===== src/csb_map.svh =====
// Purpose: Offsets, field positions, reset values and counts of the status buffer
// Assumes: APB byte addresses, one register per aligned 32-bit word
// Notes:   Included by the check, copy management and top modules and by the bench
`ifndef CSB_MAP_SVH
`define CSB_MAP_SVH

`define CSB_CTRL_OFS     8'h00
`define CSB_IEN_OFS      8'h04
`define CSB_ISTAT_OFS    8'h08
`define CSB_STAT_OFS     8'h0c
`define CSB_EBUF_BASE    8'h20
`define CSB_UBUF_BASE    8'h80

`define CSB_CTRL_RST     8'h00
`define CSB_IEN_RST      2'h0
`define CSB_IRQ_D2E      0
`define CSB_IRQ_E2F      1

`define CSB_BUF_WORDS    24
`define CSB_RESERVED     5
`define CSB_COPY_POS     13
`define CSB_GEN_POS      0
`define CSB_CHECK_INIT   8'hff
`define CSB_CHECK_POLY   8'h1d

`endif


===== src/csb_pkg.sv =====
// Purpose: Types shared by the channel status buffer files
// Assumes: Nothing beyond the map header
// Notes:   Field order of ctrl_s matches the control register bits 7..0
package csb_pkg;

	typedef enum logic [1:0] {
		HW_SOFT,
		HW_PINS,
		HW_SERIAL
	} hwmode_e;

	typedef struct packed {
		hwmode_e hw_mode;
		logic    clocks_active;
		logic    sel_b;
		logic    two_byte;
		logic    reserve;
		logic    inh_e2f;
		logic    inh_d2e;
	} ctrl_s;

	typedef struct packed {
		logic       sel;
		logic       enable;
		logic       write;
		logic [7:0] addr;
		logic [31:0] wdata;
		logic [3:0] strb;
	} apb_req_s;

endpackage : csb_pkg


===== src/csb_block_check.sv =====
// Purpose: Block check byte over the leading bits of a status block
// Assumes: bits_in[BITS-1] is the earliest bit of the serial stream
// Notes:   Purely combinational; one instance per channel
`timescale 1ns/1ns
`default_nettype none
`include "csb_map.svh"
module csb_block_check #(
	parameter int BITS = 184
)(
	input  wire logic [BITS-1:0] bits_in,
	output logic      [7:0]      check_byte
);

	logic [7:0] c;
	logic       fb;

	always_comb
	begin
		c  = `CSB_CHECK_INIT;
		fb = 1'b0;
		for (int i = BITS - 1; i >= 0; i--)
		begin
			fb = bits_in[i] ^ c[7];
			c  = {c[6:0], 1'b0} ^ (fb ? `CSB_CHECK_POLY : 8'h00);
		end
		check_byte = c;
	end

endmodule : csb_block_check
`default_nettype wire


===== src/csb_copy_mgmt.sv =====
// Purpose: Copy management override of the first two status bytes
// Assumes: head_in[15] is the earliest bit, i.e. the professional flag
// Notes:   Only consumer blocks are touched; serial-pin mode acts at the output
`timescale 1ns/1ns
`default_nettype none
`include "csb_map.svh"
module csb_copy_mgmt
	import csb_pkg::*;
(
	input  wire logic [15:0] head_in,
	input  wire hwmode_e     mode,
	input  wire logic        copy_permit,
	input  wire logic        original_source,
	output logic      [15:0] head_out
);

	always_comb
	begin
		head_out = head_in;
		case (mode)
			HW_PINS:
			begin
				if (!head_in[15])
				begin
					head_out[`CSB_COPY_POS] = copy_permit;
					head_out[`CSB_GEN_POS]  = original_source;
				end
			end
			default:
			begin
				head_out = head_in;
			end
		endcase
	end

endmodule : csb_copy_mgmt
`default_nettype wire


===== src/csb_top.sv =====
// Purpose: Three-stage channel status block buffer with APB host access
// Assumes: Frame strobes are one cycle long and at least two cycles apart
// Notes:   RX strobes mark the input timebase, TX strobes the output one
//
// Local design decisions: the placing of the registers and the APB interface to the registers.
`timescale 1ns/1ns
`default_nettype none
`include "csb_map.svh"
module csb_top
	import csb_pkg::*;
#(
	parameter int WORDS = `CSB_BUF_WORDS
)(
	input  wire logic        MCLK,
	input  wire logic        RST,
	input  wire logic        PSEL,
	input  wire logic        PENABLE,
	input  wire logic        PWRITE,
	input  wire logic [7:0]  PADDR,
	input  wire logic [31:0] PWDATA,
	input  wire logic [3:0]  PSTRB,
	output logic             PREADY,
	output logic      [31:0] PRDATA,
	output logic             PSLVERR,
	input  wire logic        RX_FRAME_STB,
	input  wire logic        RX_BLOCK_START,
	input  wire logic        RX_CBIT_A,
	input  wire logic        RX_CBIT_B,
	input  wire logic        TX_FRAME_STB,
	input  wire logic        TX_CS_SERIAL,
	input  wire logic        COPY_PERMIT,
	input  wire logic        ORIGINAL_SOURCE,
	output logic             TX_CBIT_A,
	output logic             TX_CBIT_B,
	output logic             TX_BLOCK_START,
	output logic             INT
);

	localparam int             NB   = 8 * WORDS;
	localparam int             IW   = $clog2(NB);
	localparam logic [IW-1:0]  LAST = IW'(NB - 1);
	localparam logic [7:0]     EEND = 8'(`CSB_EBUF_BASE + 4 * WORDS);
	localparam logic [7:0]     UEND = 8'(`CSB_UBUF_BASE + 4 * WORDS);

	////////////////////////////////////////////////////////////////////////////
	// Storage
	ctrl_s              ctrl_q;
	logic [1:0]         ien_q;
	logic [1:0]         istat_q;
	logic [1:0][NB-1:0] d_q;
	logic [1:0][NB-1:0] f_q;
	logic [15:0]        e_q [WORDS];
	logic [15:0]        u_q [WORDS];
	logic [IW-1:0]      rx_idx_q;
	logic [IW-1:0]      tx_idx_q;
	logic               rx_sync_q;
	logic               d2e_go_q;
	logic               pready_q;
	logic               pslverr_q;
	logic [31:0]        prdata_q;
	logic               int_q;
	logic               txa_q;
	logic               txb_q;
	logic               txs_q;

	////////////////////////////////////////////////////////////////////////////
	// APB decode
	apb_req_s req;
	assign req = '{PSEL, PENABLE, PWRITE, PADDR, PWDATA, PSTRB};

	wire        setup     = req.sel & ~req.enable;
	wire        fire      = req.sel & req.enable & pready_q;
	wire        wr        = fire & req.write;
	wire        sel_ctrl  = req.addr == `CSB_CTRL_OFS;
	wire        sel_ien   = req.addr == `CSB_IEN_OFS;
	wire        sel_istat = req.addr == `CSB_ISTAT_OFS;
	wire        sel_stat  = req.addr == `CSB_STAT_OFS;
	wire        aligned   = req.addr[1:0] == 2'h0;
	wire        sel_ebuf  = aligned & req.addr >= `CSB_EBUF_BASE & req.addr < EEND;
	wire        sel_ubuf  = aligned & req.addr >= `CSB_UBUF_BASE & req.addr < UEND;
	// Buffers only answer once the clocks are declared running
	wire        buf_ok    = ctrl_q.clocks_active;
	wire        addr_err  = ~(sel_ctrl | sel_ien | sel_istat | sel_stat |
	                          ((sel_ebuf | sel_ubuf) & buf_ok));
	wire [7:0]  eoff      = req.addr - `CSB_EBUF_BASE;
	wire [7:0]  uoff      = req.addr - `CSB_UBUF_BASE;
	wire [4:0]  widx      = eoff[6:2];
	wire [4:0]  uidx      = uoff[6:2];
	wire        ebuf_wr   = wr & sel_ebuf & buf_ok;
	wire        ubuf_wr   = wr & sel_ubuf & buf_ok;
	wire [15:0] eword     = sel_ebuf ? e_q[widx] : 16'h0000;
	wire [15:0] uword     = sel_ubuf ? u_q[uidx] : 16'h0000;
	// One-byte reads return the chosen half, two-byte reads A above B
	wire [7:0]  ebyte     = ctrl_q.sel_b ? eword[7:0] : eword[15:8];
	wire [31:0] ebuf_rd   = ctrl_q.two_byte ? {16'h0000, eword} :
	                        {24'h000000, ebyte};
	wire [31:0] stat_rd   = {15'h0000, tx_idx_q, rx_idx_q, rx_sync_q};
	wire [31:0] rdata     = addr_err  ? 32'h00000000 :
	                        sel_ctrl  ? {24'h000000, ctrl_q} :
	                        sel_ien   ? {30'h00000000, ien_q} :
	                        sel_istat ? {30'h00000000, istat_q} :
	                        sel_stat  ? stat_rd :
	                        sel_ebuf  ? ebuf_rd : {16'h0000, uword};

	always_ff @(posedge MCLK)
	begin
		if (RST)
		begin
			pready_q  <= 1'b0;
			pslverr_q <= 1'b0;
			prdata_q  <= 32'h00000000;
		end
		else
		begin
			pready_q  <= setup;
			pslverr_q <= setup & addr_err;
			prdata_q  <= setup ? rdata : prdata_q;
		end
	end

	always_ff @(posedge MCLK)
	begin
		if (RST)
		begin
			ctrl_q <= ctrl_s'(`CSB_CTRL_RST);
			ien_q  <= `CSB_IEN_RST;
		end
		else
		begin
			if (wr & sel_ctrl & req.strb[0])
				ctrl_q <= ctrl_s'(req.wdata[7:0]);
			if (wr & sel_ien & req.strb[0])
				ien_q <= req.wdata[1:0];
		end
	end

	////////////////////////////////////////////////////////////////////////////
	// Receive stage, input timebase
	wire [IW-1:0] rx_cur  = RX_BLOCK_START ? {IW{1'b0}} : rx_idx_q;
	wire          rx_syn  = rx_sync_q | RX_BLOCK_START;
	// Blocks are handed on only once a start marker has been seen since reset
	wire          rx_last = RX_FRAME_STB & rx_syn & rx_cur == LAST;

	always_ff @(posedge MCLK)
	begin
		if (RST)
		begin
			rx_idx_q  <= {IW{1'b0}};
			rx_sync_q <= 1'b0;
			d2e_go_q  <= 1'b0;
			d_q       <= '0;
		end
		else
		begin
			d2e_go_q <= rx_last & ~ctrl_q.inh_d2e;
			if (RX_FRAME_STB)
			begin
				rx_sync_q                <= rx_syn;
				rx_idx_q                 <= rx_cur == LAST ? {IW{1'b0}} : rx_cur + 1'b1;
				d_q[0][NB - 1 - rx_cur]  <= RX_CBIT_A;
				d_q[1][NB - 1 - rx_cur]  <= RX_CBIT_B;
			end
		end
	end

	////////////////////////////////////////////////////////////////////////////
	// Host stage and user store, one entry per word
	for (genvar w = 0; w < WORDS; w++)
	begin : g_word
		localparam int HI = NB - 1 - 8 * w;
		// The reserved head keeps host values across receive transfers
		wire        load  = d2e_go_q & ~(ctrl_q.reserve & (w < `CSB_RESERVED));
		wire [15:0] base  = load ? {d_q[0][HI -: 8], d_q[1][HI -: 8]} : e_q[w];
		wire        hit   = ebuf_wr & widx == 5'(w);
		wire        uhit  = ubuf_wr & uidx == 5'(w);
		wire [7:0]  hi_b  = req.strb[1] ? req.wdata[15:8] : base[15:8];
		wire [7:0]  lo_b  = req.strb[0] ? req.wdata[7:0] : base[7:0];
		wire [15:0] one_b = req.strb[0] ? {2{req.wdata[7:0]}} : base;
		wire [15:0] e_d   = ~hit ? base : ctrl_q.two_byte ? {hi_b, lo_b} : one_b;
		wire [15:0] u_d   = uhit ? {req.strb[1] ? req.wdata[15:8] : u_q[w][15:8],
		                            req.strb[0] ? req.wdata[7:0] : u_q[w][7:0]} : u_q[w];

		always_ff @(posedge MCLK)
		begin
			if (RST)
			begin
				e_q[w] <= 16'h0000;
				u_q[w] <= 16'h0000;
			end
			else
			begin
				e_q[w] <= e_d;
				u_q[w] <= u_d;
			end
		end
	end

	////////////////////////////////////////////////////////////////////////////
	// Per-channel copy management and check byte on the way to the last stage
	wire [1:0][NB-1:0] f_blk;
	wire [1:0][7:0]    crc_w;

	for (genvar g = 0; g < 2; g++)
	begin : g_chan
		wire [NB-1:0] e_blk;
		wire [15:0]   head;
		for (genvar w = 0; w < WORDS; w++)
		begin : g_pack
			assign e_blk[NB - 1 - 8 * w -: 8] = e_q[w][8 * (1 - g) +: 8];
		end
		csb_copy_mgmt u_cm (
			.head_in         (e_blk[NB-1 -: 16]),
			.mode            (ctrl_q.hw_mode),
			.copy_permit     (COPY_PERMIT),
			.original_source (ORIGINAL_SOURCE),
			.head_out        (head)
		);
		csb_block_check #(.BITS(NB - 8)) u_bc (
			.bits_in    ({head, e_blk[NB-17:8]}),
			.check_byte (crc_w[g])
		);
		// Professional blocks carry the generated byte in place of the host's
		assign f_blk[g] = {head, e_blk[NB-17:8], head[15] ? crc_w[g] : e_blk[7:0]};
	end

	////////////////////////////////////////////////////////////////////////////
	// Transmit stage, output timebase
	wire tx_last = TX_FRAME_STB & tx_idx_q == LAST;
	wire e2f_go  = tx_last & ~ctrl_q.inh_e2f;
	wire serial  = ctrl_q.hw_mode == HW_SERIAL;

	always_ff @(posedge MCLK)
	begin
		if (RST)
		begin
			tx_idx_q <= {IW{1'b0}};
			f_q      <= '0;
			txa_q    <= 1'b0;
			txb_q    <= 1'b0;
			txs_q    <= 1'b0;
		end
		else
		begin
			if (TX_FRAME_STB)
			begin
				txa_q    <= serial ? TX_CS_SERIAL : f_q[0][NB - 1 - tx_idx_q];
				txb_q    <= serial ? TX_CS_SERIAL : f_q[1][NB - 1 - tx_idx_q];
				txs_q    <= tx_idx_q == {IW{1'b0}};
				tx_idx_q <= tx_last ? {IW{1'b0}} : tx_idx_q + 1'b1;
			end
			// Loading after the last bit leaves the outgoing block intact
			if (e2f_go)
				f_q <= f_blk;
		end
	end

	////////////////////////////////////////////////////////////////////////////
	// Transfer interrupts; a new event beats a same-cycle clear
	wire [1:0] ev    = {e2f_go, d2e_go_q};
	wire [1:0] clr   = (wr & sel_istat & req.strb[0]) ? req.wdata[1:0] : 2'h0;
	wire [1:0] ist_d = (istat_q & ~clr) | ev;

	always_ff @(posedge MCLK)
	begin
		if (RST)
		begin
			istat_q <= 2'h0;
			int_q   <= 1'b0;
		end
		else
		begin
			istat_q <= ist_d;
			int_q   <= |(istat_q & ien_q);
		end
	end

	assign PREADY         = pready_q;
	assign PSLVERR        = pslverr_q;
	assign PRDATA         = prdata_q;
	assign TX_CBIT_A      = txa_q;
	assign TX_CBIT_B      = txb_q;
	assign TX_BLOCK_START = txs_q;
	assign INT            = int_q;

	////////////////////////////////////////////////////////////////////////////
	// Checks
	AST_D2E_INHIBIT: assert property (@(posedge MCLK) disable iff (RST)
		rx_last && ctrl_q.inh_d2e |=> !d2e_go_q)
		else $error("receive transfer despite inhibit");

	AST_D2E_COPY: assert property (@(posedge MCLK) disable iff (RST)
		d2e_go_q && !ebuf_wr |=> e_q[WORDS-1] == $past({d_q[0][7:0], d_q[1][7:0]}))
		else $error("receive transfer did not copy last word");

	AST_RESERVE: assert property (@(posedge MCLK) disable iff (RST)
		d2e_go_q && ctrl_q.reserve && !ebuf_wr |=> $stable(e_q[0]) && $stable(e_q[4]))
		else $error("reserved head overwritten");

	AST_E2F_INHIBIT: assert property (@(posedge MCLK) disable iff (RST)
		tx_last && ctrl_q.inh_e2f |=> $stable(f_q))
		else $error("transmit stage loaded despite inhibit");

	AST_IRQ: assert property (@(posedge MCLK) disable iff (RST)
		d2e_go_q && ien_q[0] ##1 ien_q[0] |=> INT)
		else $error("enabled transfer raised no interrupt");

	AST_CHECK_BYTE: assert property (@(posedge MCLK) disable iff (RST)
		e2f_go && f_blk[0][NB-1] |=> f_q[0][7:0] == $past(crc_w[0]))
		else $error("professional block lacks check byte");

	AST_ONE_BYTE_WR: assert property (@(posedge MCLK) disable iff (RST)
		ebuf_wr && !ctrl_q.two_byte && req.strb[0]
		|=> e_q[$past(widx)] == {2{$past(req.wdata[7:0])}})
		else $error("one-byte write not stored in both halves");

	AST_ONE_BYTE_RD: assert property (@(posedge MCLK) disable iff (RST)
		setup && sel_ebuf && buf_ok && !ctrl_q.two_byte
		|=> PRDATA == {24'h000000, $past(ctrl_q.sel_b ? eword[7:0] : eword[15:8])})
		else $error("one-byte read returned wrong half");

	AST_TWO_BYTE_RD: assert property (@(posedge MCLK) disable iff (RST)
		setup && sel_ebuf && buf_ok && ctrl_q.two_byte |=> PRDATA == {16'h0000, $past(eword)})
		else $error("two-byte read order wrong");

	AST_RX_ORDER: assert property (@(posedge MCLK) disable iff (RST)
		RX_FRAME_STB && RX_BLOCK_START |=> d_q[0][NB-1] == $past(RX_CBIT_A))
		else $error("first serial bit not in byte MSB");

endmodule : csb_top
`default_nettype wire


===== config.mk =====
export PLATFORM = sky130hd
export DESIGN_NAME = csb_top
export DESIGN_NICKNAME = d
export VERILOG_FILES = /design/src/csb_pkg.sv /design/src/csb_block_check.sv /design/src/csb_copy_mgmt.sv /design/src/csb_top.sv
export VERILOG_INCLUDE_DIRS = /design/src /design/src/src
export SDC_FILE = /design/constraint.sdc
export NUM_CORES = 2
export LEC_CHECK = 0
export BUFFER_PORTS_ARGS = -buffer_cell sky130_fd_sc_hd__buf_2
export CAP_MARGIN = 20
export CORE_ASPECT_RATIO = 1.75
export CORE_MARGIN = 4
export CORE_UTILIZATION = 50
export CTS_CLUSTER_SIZE = 30
export DETAILED_ROUTE_END_ITERATION = 16
export PLACE_DENSITY = 0.68
export SLEW_MARGIN = 40
export SYNTH_ARGS = -nofsm -noshare
export SYNTH_HDL_FRONTEND = slang
export SYNTH_SLANG_ARGS = --single-unit

===== constraint.sdc =====
create_clock -name MCLK -period 11.9 [get_ports MCLK]
set_input_delay 0.595 -clock MCLK [delete_from_list [all_inputs] [get_ports MCLK]]
set_output_delay 0.595 -clock MCLK [all_outputs]
set_load 0.03 [all_outputs]

==> metrics.txt <==
# TYPE chip_impl_metric gauge
chip_impl_info{name="outcome",value="finished with violations"} 1
chip_impl_info{name="failed_checks",value="negative setup slack"} 1
chip_impl_metric{name="area_growth",unit="%"} 16.02
chip_impl_metric{name="clkSlewWorstSetupHoldPaths",unit="ns"} 0.07
chip_impl_metric{name="die_h",unit="microns"} 575.2
chip_impl_metric{name="placed_cells",unit=""} 11145
chip_impl_info{name="cts_tree",value="yes"} 1
chip_impl_metric{name="start_util",unit=""} 0.5017
chip_impl_metric{name="syn_area",unit="sq mm"} 0.09192
chip_impl_metric{name="cts_buffers",unit=""} 154
chip_impl_metric{name="synth_edf_count",unit=""} 384
chip_impl_metric{name="cts.htree.levels",unit=""} 4
chip_impl_metric{name="worstPathRequired",unit="ns"} 12.57
chip_impl_metric{name="worst_r2r_path_depth",unit=""} 40
chip_impl_metric{name="post-dp-hpwl",unit="microns"} 241700
chip_impl_metric{name="drtPass1Iterations",unit=""} 6
chip_impl_metric{name="drt-vias-per-instance",unit=""} 6.125
chip_impl_metric{name="max_clock_freq",unit="MHz"} 83.64
chip_impl_metric{name="number_of_max_cap_violations",unit=""} 0
chip_impl_metric{name="worst-r2r-setup-slack",unit="ns"} -0.06
chip_impl_metric{name="critPathArrivalTime",unit="ns"} 12.62
chip_impl_metric{name="layoutNonFillerInstCount",unit=""} 11540
chip_impl_metric{name="cts-root-to-sink-buffers",unit=""} 4
chip_impl_metric{name="yosys_warn_count",unit=""} 0
chip_impl_metric{name="post-place-ws",unit="ns"} -0.5597
chip_impl_metric{name="finalCoreUtilization",unit=""} 0.5821
chip_impl_info{name="crit_type",value="reg2reg"} 1
chip_impl_metric{name="wirelength",unit="microns"} 331300
chip_impl_metric{name="grt_start_max_net_pins",unit=""} 204
chip_impl_metric{name="gr-total-overflow",unit=""} 0
chip_impl_metric{name="clk-insertion-delay-late",unit="ns"} 0.83
chip_impl_metric{name="grt_antenna_before_repair",unit=""} 13
chip_impl_metric{name="gp_routability_congestion",unit=""} 0.9741
chip_impl_metric{name="vias",unit=""} 70677
chip_impl_metric{name="worst_clock_skew",unit="ns"} 0.08946
chip_impl_metric{name="hold_violations",unit=""} 0
chip_impl_info{name="holdCritStartpoint",value="RX_CBIT_A"} 1
chip_impl_metric{name="ys_async_sr_fraction",unit=""} 0
chip_impl_metric{name="whs_path_depth",unit=""} 3
chip_impl_metric{name="report.final.slew_viol_count",unit=""} 0
chip_impl_metric{name="maxSlewHeadroom",unit=""} 0.3968
chip_impl_info{name="r2r_start",value="e_q[0][7]$_SDFF_PP0_"} 1
chip_impl_info{name="worst_setup_path_end_kind",value="flip-flop"} 1
chip_impl_info{name="cp_slowest_cell",value="sky130_fd_sc_hd__xnor3_2"} 1
chip_impl_metric{name="synth.ff_latch_count",unit=""} 1589
chip_impl_metric{name="die_area",unit="sq mm"} 0.1910
chip_impl_info{name="worst_path_most_repeated_cell",value="sky130_fd_sc_hd__xnor3_2"} 1
chip_impl_metric{name="period_minus_slack",unit="ns"} 11.96
chip_impl_metric{name="first_global_vias",unit=""} 70973
chip_impl_metric{name="design.portCount",unit=""} 95
chip_impl_metric{name="setup_slack",unit="ns"} -0.05586
chip_impl_metric{name="core_region_area",unit="sq mm"} 0.1832
chip_impl_metric{name="port_buffers",unit=""} 61
chip_impl_info{name="start_kind",value="flip-flop"} 1
chip_impl_metric{name="detail_route.drc_violations",unit=""} 0
chip_impl_metric{name="placed_cell_area",unit="sq mm"} 0.09858
chip_impl_metric{name="timing.final.crit_share",unit=""} 1.005
chip_impl_metric{name="detailedRoute.firstIterationViolations",unit=""} 7321
chip_impl_metric{name="critical_path.max_fanout",unit=""} 5
chip_impl_info{name="cts.root.buffer_cell",value="sky130_fd_sc_hd__clkbuf_16"} 1
chip_impl_metric{name="final_net_count",unit=""} 9073
chip_impl_metric{name="cts.sink_count",unit=""} 1589
chip_impl_metric{name="final_area",unit="sq mm"} 0.1066
chip_impl_metric{name="die-width",unit="microns"} 332.1
chip_impl_info{name="rsz0062_at_grt",value="true"} 1
chip_impl_metric{name="unique_masters_post_synth",unit=""} 64
chip_impl_metric{name="slowest_stage_delay_cp",unit="ns"} 0.49
chip_impl_metric{name="postSynthCellCount",unit=""} 8643
chip_impl_metric{name="detail_route.wl_per_cell",unit="microns"} 28.71
chip_impl_metric{name="setup_violations",unit=""} 6
chip_impl_info{name="synth_flop_type",value="sky130_fd_sc_hd__dfxtp_1"} 1
chip_impl_metric{name="ratio_of_cells_with_drive_above_1_in_the_final_layout",unit=""} 0.2260
chip_impl_metric{name="postSynthAreaPerCell",unit="sq um"} 10.64
chip_impl_info{name="worstSetupStartpoint",value="e_q[0][7]$_SDFF_PP0_"} 1
chip_impl_metric{name="synth.yosys.seq_area_share",unit=""} 0.3879
chip_impl_metric{name="worst-slew-pin-transition",unit="ns"} 0.9026
chip_impl_metric{name="global_route_wire_length_before_repair",unit="microns"} 471300
chip_impl_metric{name="route.antenna.remaining_nets",unit=""} 0
chip_impl_metric{name="placementRows",unit=""} 208
chip_impl_metric{name="track_usage",unit=""} 0.3347
chip_impl_info{name="timing.hold.worst.class",value="in2reg"} 1
[registers in the layout (all words and copies together) (netlist names), 2 cells and up]
| signal | count |
|---|---|
| d_q | 384 |
| tx_idx_q | 8 |
| u_q | 384 |
| ctrl_q | 7 |
| ien_q | 2 |
| e_q | 384 |
| f_q | 384 |
| istat_q | 2 |
| PRDATA | 17 |
| rx_idx_q | 8 |
[critical path: cells and delay by family (launching register included)]
| family | cells | cell delay [ns] |
|---|---|---|
| xor gates and xnor gates | 27 | 9.35 |
| buffers and inverters | 9 | 1.42 |
| DFF | 1 | 0.35 |
| muxes | 1 | 0.26 |
| AOI/OAI and AO/OA | 2 | 0.24 |
| and+or+nand+nor | 1 | 0.17 |
[cells in the mapped netlist, types with 9 or more instances]
cell type,n,area share
sky130_fd_sc_hd__xnor2_2,35,0.0062
sky130_fd_sc_hd__dfxtp_1,1205,0.26
sky130_fd_sc_hd__o211ai_1,16,0.0013
sky130_fd_sc_hd__xnor3_1,412,0.10
sky130_fd_sc_hd__mux2i_1,441,0.048
sky130_fd_sc_hd__buf_2,9,0.00049
sky130_fd_sc_hd__o21ai_0,301,0.016
sky130_fd_sc_hd__buf_4,22,0.0018
sky130_fd_sc_hd__nand2_1,1309,0.053
sky130_fd_sc_hd__nand2b_1,19,0.0013
sky130_fd_sc_hd__nor2_1,623,0.025
sky130_fd_sc_hd__xnor3_2,43,0.011
sky130_fd_sc_hd__xnor2_1,545,0.052
sky130_fd_sc_hd__a22oi_1,88,0.0072
sky130_fd_sc_hd__and3_1,165,0.011
sky130_fd_sc_hd__a21oi_1,738,0.040
sky130_fd_sc_hd__xor2_1,217,0.021
sky130_fd_sc_hd__edfxtp_1,384,0.13
sky130_fd_sc_hd__a221oi_1,130,0.012
sky130_fd_sc_hd__xor3_1,84,0.022
sky130_fd_sc_hd__o21bai_1,50,0.0041
sky130_fd_sc_hd__and2_1,228,0.016
sky130_fd_sc_hd__mux4_2,352,0.086
sky130_fd_sc_hd__mux2_2,62,0.0076
sky130_fd_sc_hd__clkbuf_1,654,0.027
sky130_fd_sc_hd__inv_1,18,0.00073
sky130_fd_sc_hd__o22ai_1,10,0.00068
sky130_fd_sc_hd__a22o_1,9,0.00086
sky130_fd_sc_hd__a211oi_1,206,0.017
sky130_fd_sc_hd__ha_1,9,0.0012
sky130_fd_sc_hd__nand3_1,108,0.0059
sky130_fd_sc_hd__buf_1,54,0.0022
sky130_fd_sc_hd__xor2_2,11,0.0019
[kinds of logic (layout without fill, tap and decap cells)]
family / after synthesis / count (layout) / synth area share
buffers and inverters: 763 / 1225 / 0.03253
xor gates and xnor gates: 1361 / 1361 / 0.2186
DFF: 1589 / 1589 / 0.3879
adders and majority gates: 9 / 9 / 0.001225
AOI/OAI and AO/OA: 1564 / 1564 / 0.1013
other: 1 / 21 / 0.00004079
muxes: 856 / 856 / 0.1421
and+or+nand+nor: 2500 / 2500 / 0.1164
[final timing paths]
path,to
max,f_q[198]$_SDFFE_PP0P_
min,d_q[16]$_SDFFE_PP0P_
max reg2reg,f_q[198]$_SDFFE_PP0P_
min reg2reg,f_q[328]$_SDFFE_PP0P_
[repair_timing]
item / CTS / global route
endpoints found under the setup margin: 16 / 16
buffers inserted: 60 / 60
hold buffers: 0 / 0
resized for setup: 170 / 184
pin swaps: 87 / 87
[metal layers]
metal	GRT usage	up-vias	wire length, microns
met4	0.3498	12	44380
met5	0	-	82
li1	-	31227	-
met1	0.3183	34220	96800
met2	0.5969	3713	168200
met3	0.04649	1505	21800
[cell usage in the layout (no fill, tap or decap), types with 12 or more instances in the layout]
| cell type | netlist | layout |
|---|---|---|
| sky130_fd_sc_hd__xor2_4 | 2 | 14 |
| sky130_fd_sc_hd__o21ai_0 | 301 | 296 |
| sky130_fd_sc_hd__a21oi_1 | 738 | 736 |
| sky130_fd_sc_hd__xor3_1 | 84 | 69 |
| sky130_fd_sc_hd__xnor2_4 | 6 | 40 |
| sky130_fd_sc_hd__clkbuf_8 | 0 | 22 |
| sky130_fd_sc_hd__conb_1 | 1 | 15 |
| sky130_fd_sc_hd__nand3_1 | 108 | 103 |
| sky130_fd_sc_hd__dfxtp_1 | 1205 | 1186 |
| sky130_fd_sc_hd__and2_1 | 228 | 228 |
| sky130_fd_sc_hd__o21bai_1 | 50 | 24 |
| sky130_fd_sc_hd__o211ai_1 | 16 | 16 |
| sky130_fd_sc_hd__dfxtp_2 | 0 | 12 |
| sky130_fd_sc_hd__buf_6 | 4 | 41 |
| sky130_fd_sc_hd__clkbuf_1 | 654 | 30 |
| sky130_fd_sc_hd__inv_1 | 18 | 20 |
| sky130_fd_sc_hd__nand2b_1 | 19 | 18 |
| sky130_fd_sc_hd__xor2_1 | 217 | 168 |
| sky130_fd_sc_hd__and3_1 | 165 | 165 |
| sky130_fd_sc_hd__xnor2_2 | 35 | 121 |
| sky130_fd_sc_hd__buf_4 | 22 | 828 |
| sky130_fd_sc_hd__clkinv_2 | 0 | 20 |
| sky130_fd_sc_hd__mux4_2 | 352 | 352 |
| sky130_fd_sc_hd__a211oi_1 | 206 | 204 |
| sky130_fd_sc_hd__mux2_2 | 62 | 62 |
| sky130_fd_sc_hd__buf_2 | 9 | 54 |
| sky130_fd_sc_hd__a22oi_1 | 88 | 88 |
| sky130_fd_sc_hd__mux2i_1 | 441 | 439 |
| sky130_fd_sc_hd__xor3_2 | 6 | 21 |
| sky130_fd_sc_hd__a221oi_1 | 130 | 130 |
| sky130_fd_sc_hd__xnor2_1 | 545 | 425 |
| sky130_fd_sc_hd__nand2_1 | 1309 | 1298 |
| sky130_fd_sc_hd__clkbuf_16 | 0 | 155 |
| sky130_fd_sc_hd__xnor3_2 | 43 | 134 |
| sky130_fd_sc_hd__xor2_2 | 11 | 48 |
| sky130_fd_sc_hd__nor2_1 | 623 | 610 |
| sky130_fd_sc_hd__o21bai_2 | 0 | 25 |
| sky130_fd_sc_hd__edfxtp_1 | 384 | 384 |
| sky130_fd_sc_hd__xnor3_1 | 412 | 321 |
[metrics by stage]
step                      setup TNS, ns  hold WS (ns)
after floorplan               -0.005410        0.4212
after global placement           -4.338        0.4345
after detailed placement         -7.452        0.4428
after CTS                       -0.3716        0.1356
after global routing             -4.554        0.1796
final                           -0.2076        0.1675
[final cells by class]
type,instances,area (sq um)
antenna,6,15.01
clock buffer,206,4280
clock inverter,62,684.4
fill,15281,76570
multi-input combinational,6305,55600
sequential,1589,35700
tap,2415,3022
inverter,18,67.56
timing repair buffer,939,7277
Power is not shown: default switching activity piles up to over one toggle a cycle in this logic, so the estimate is an artifact.
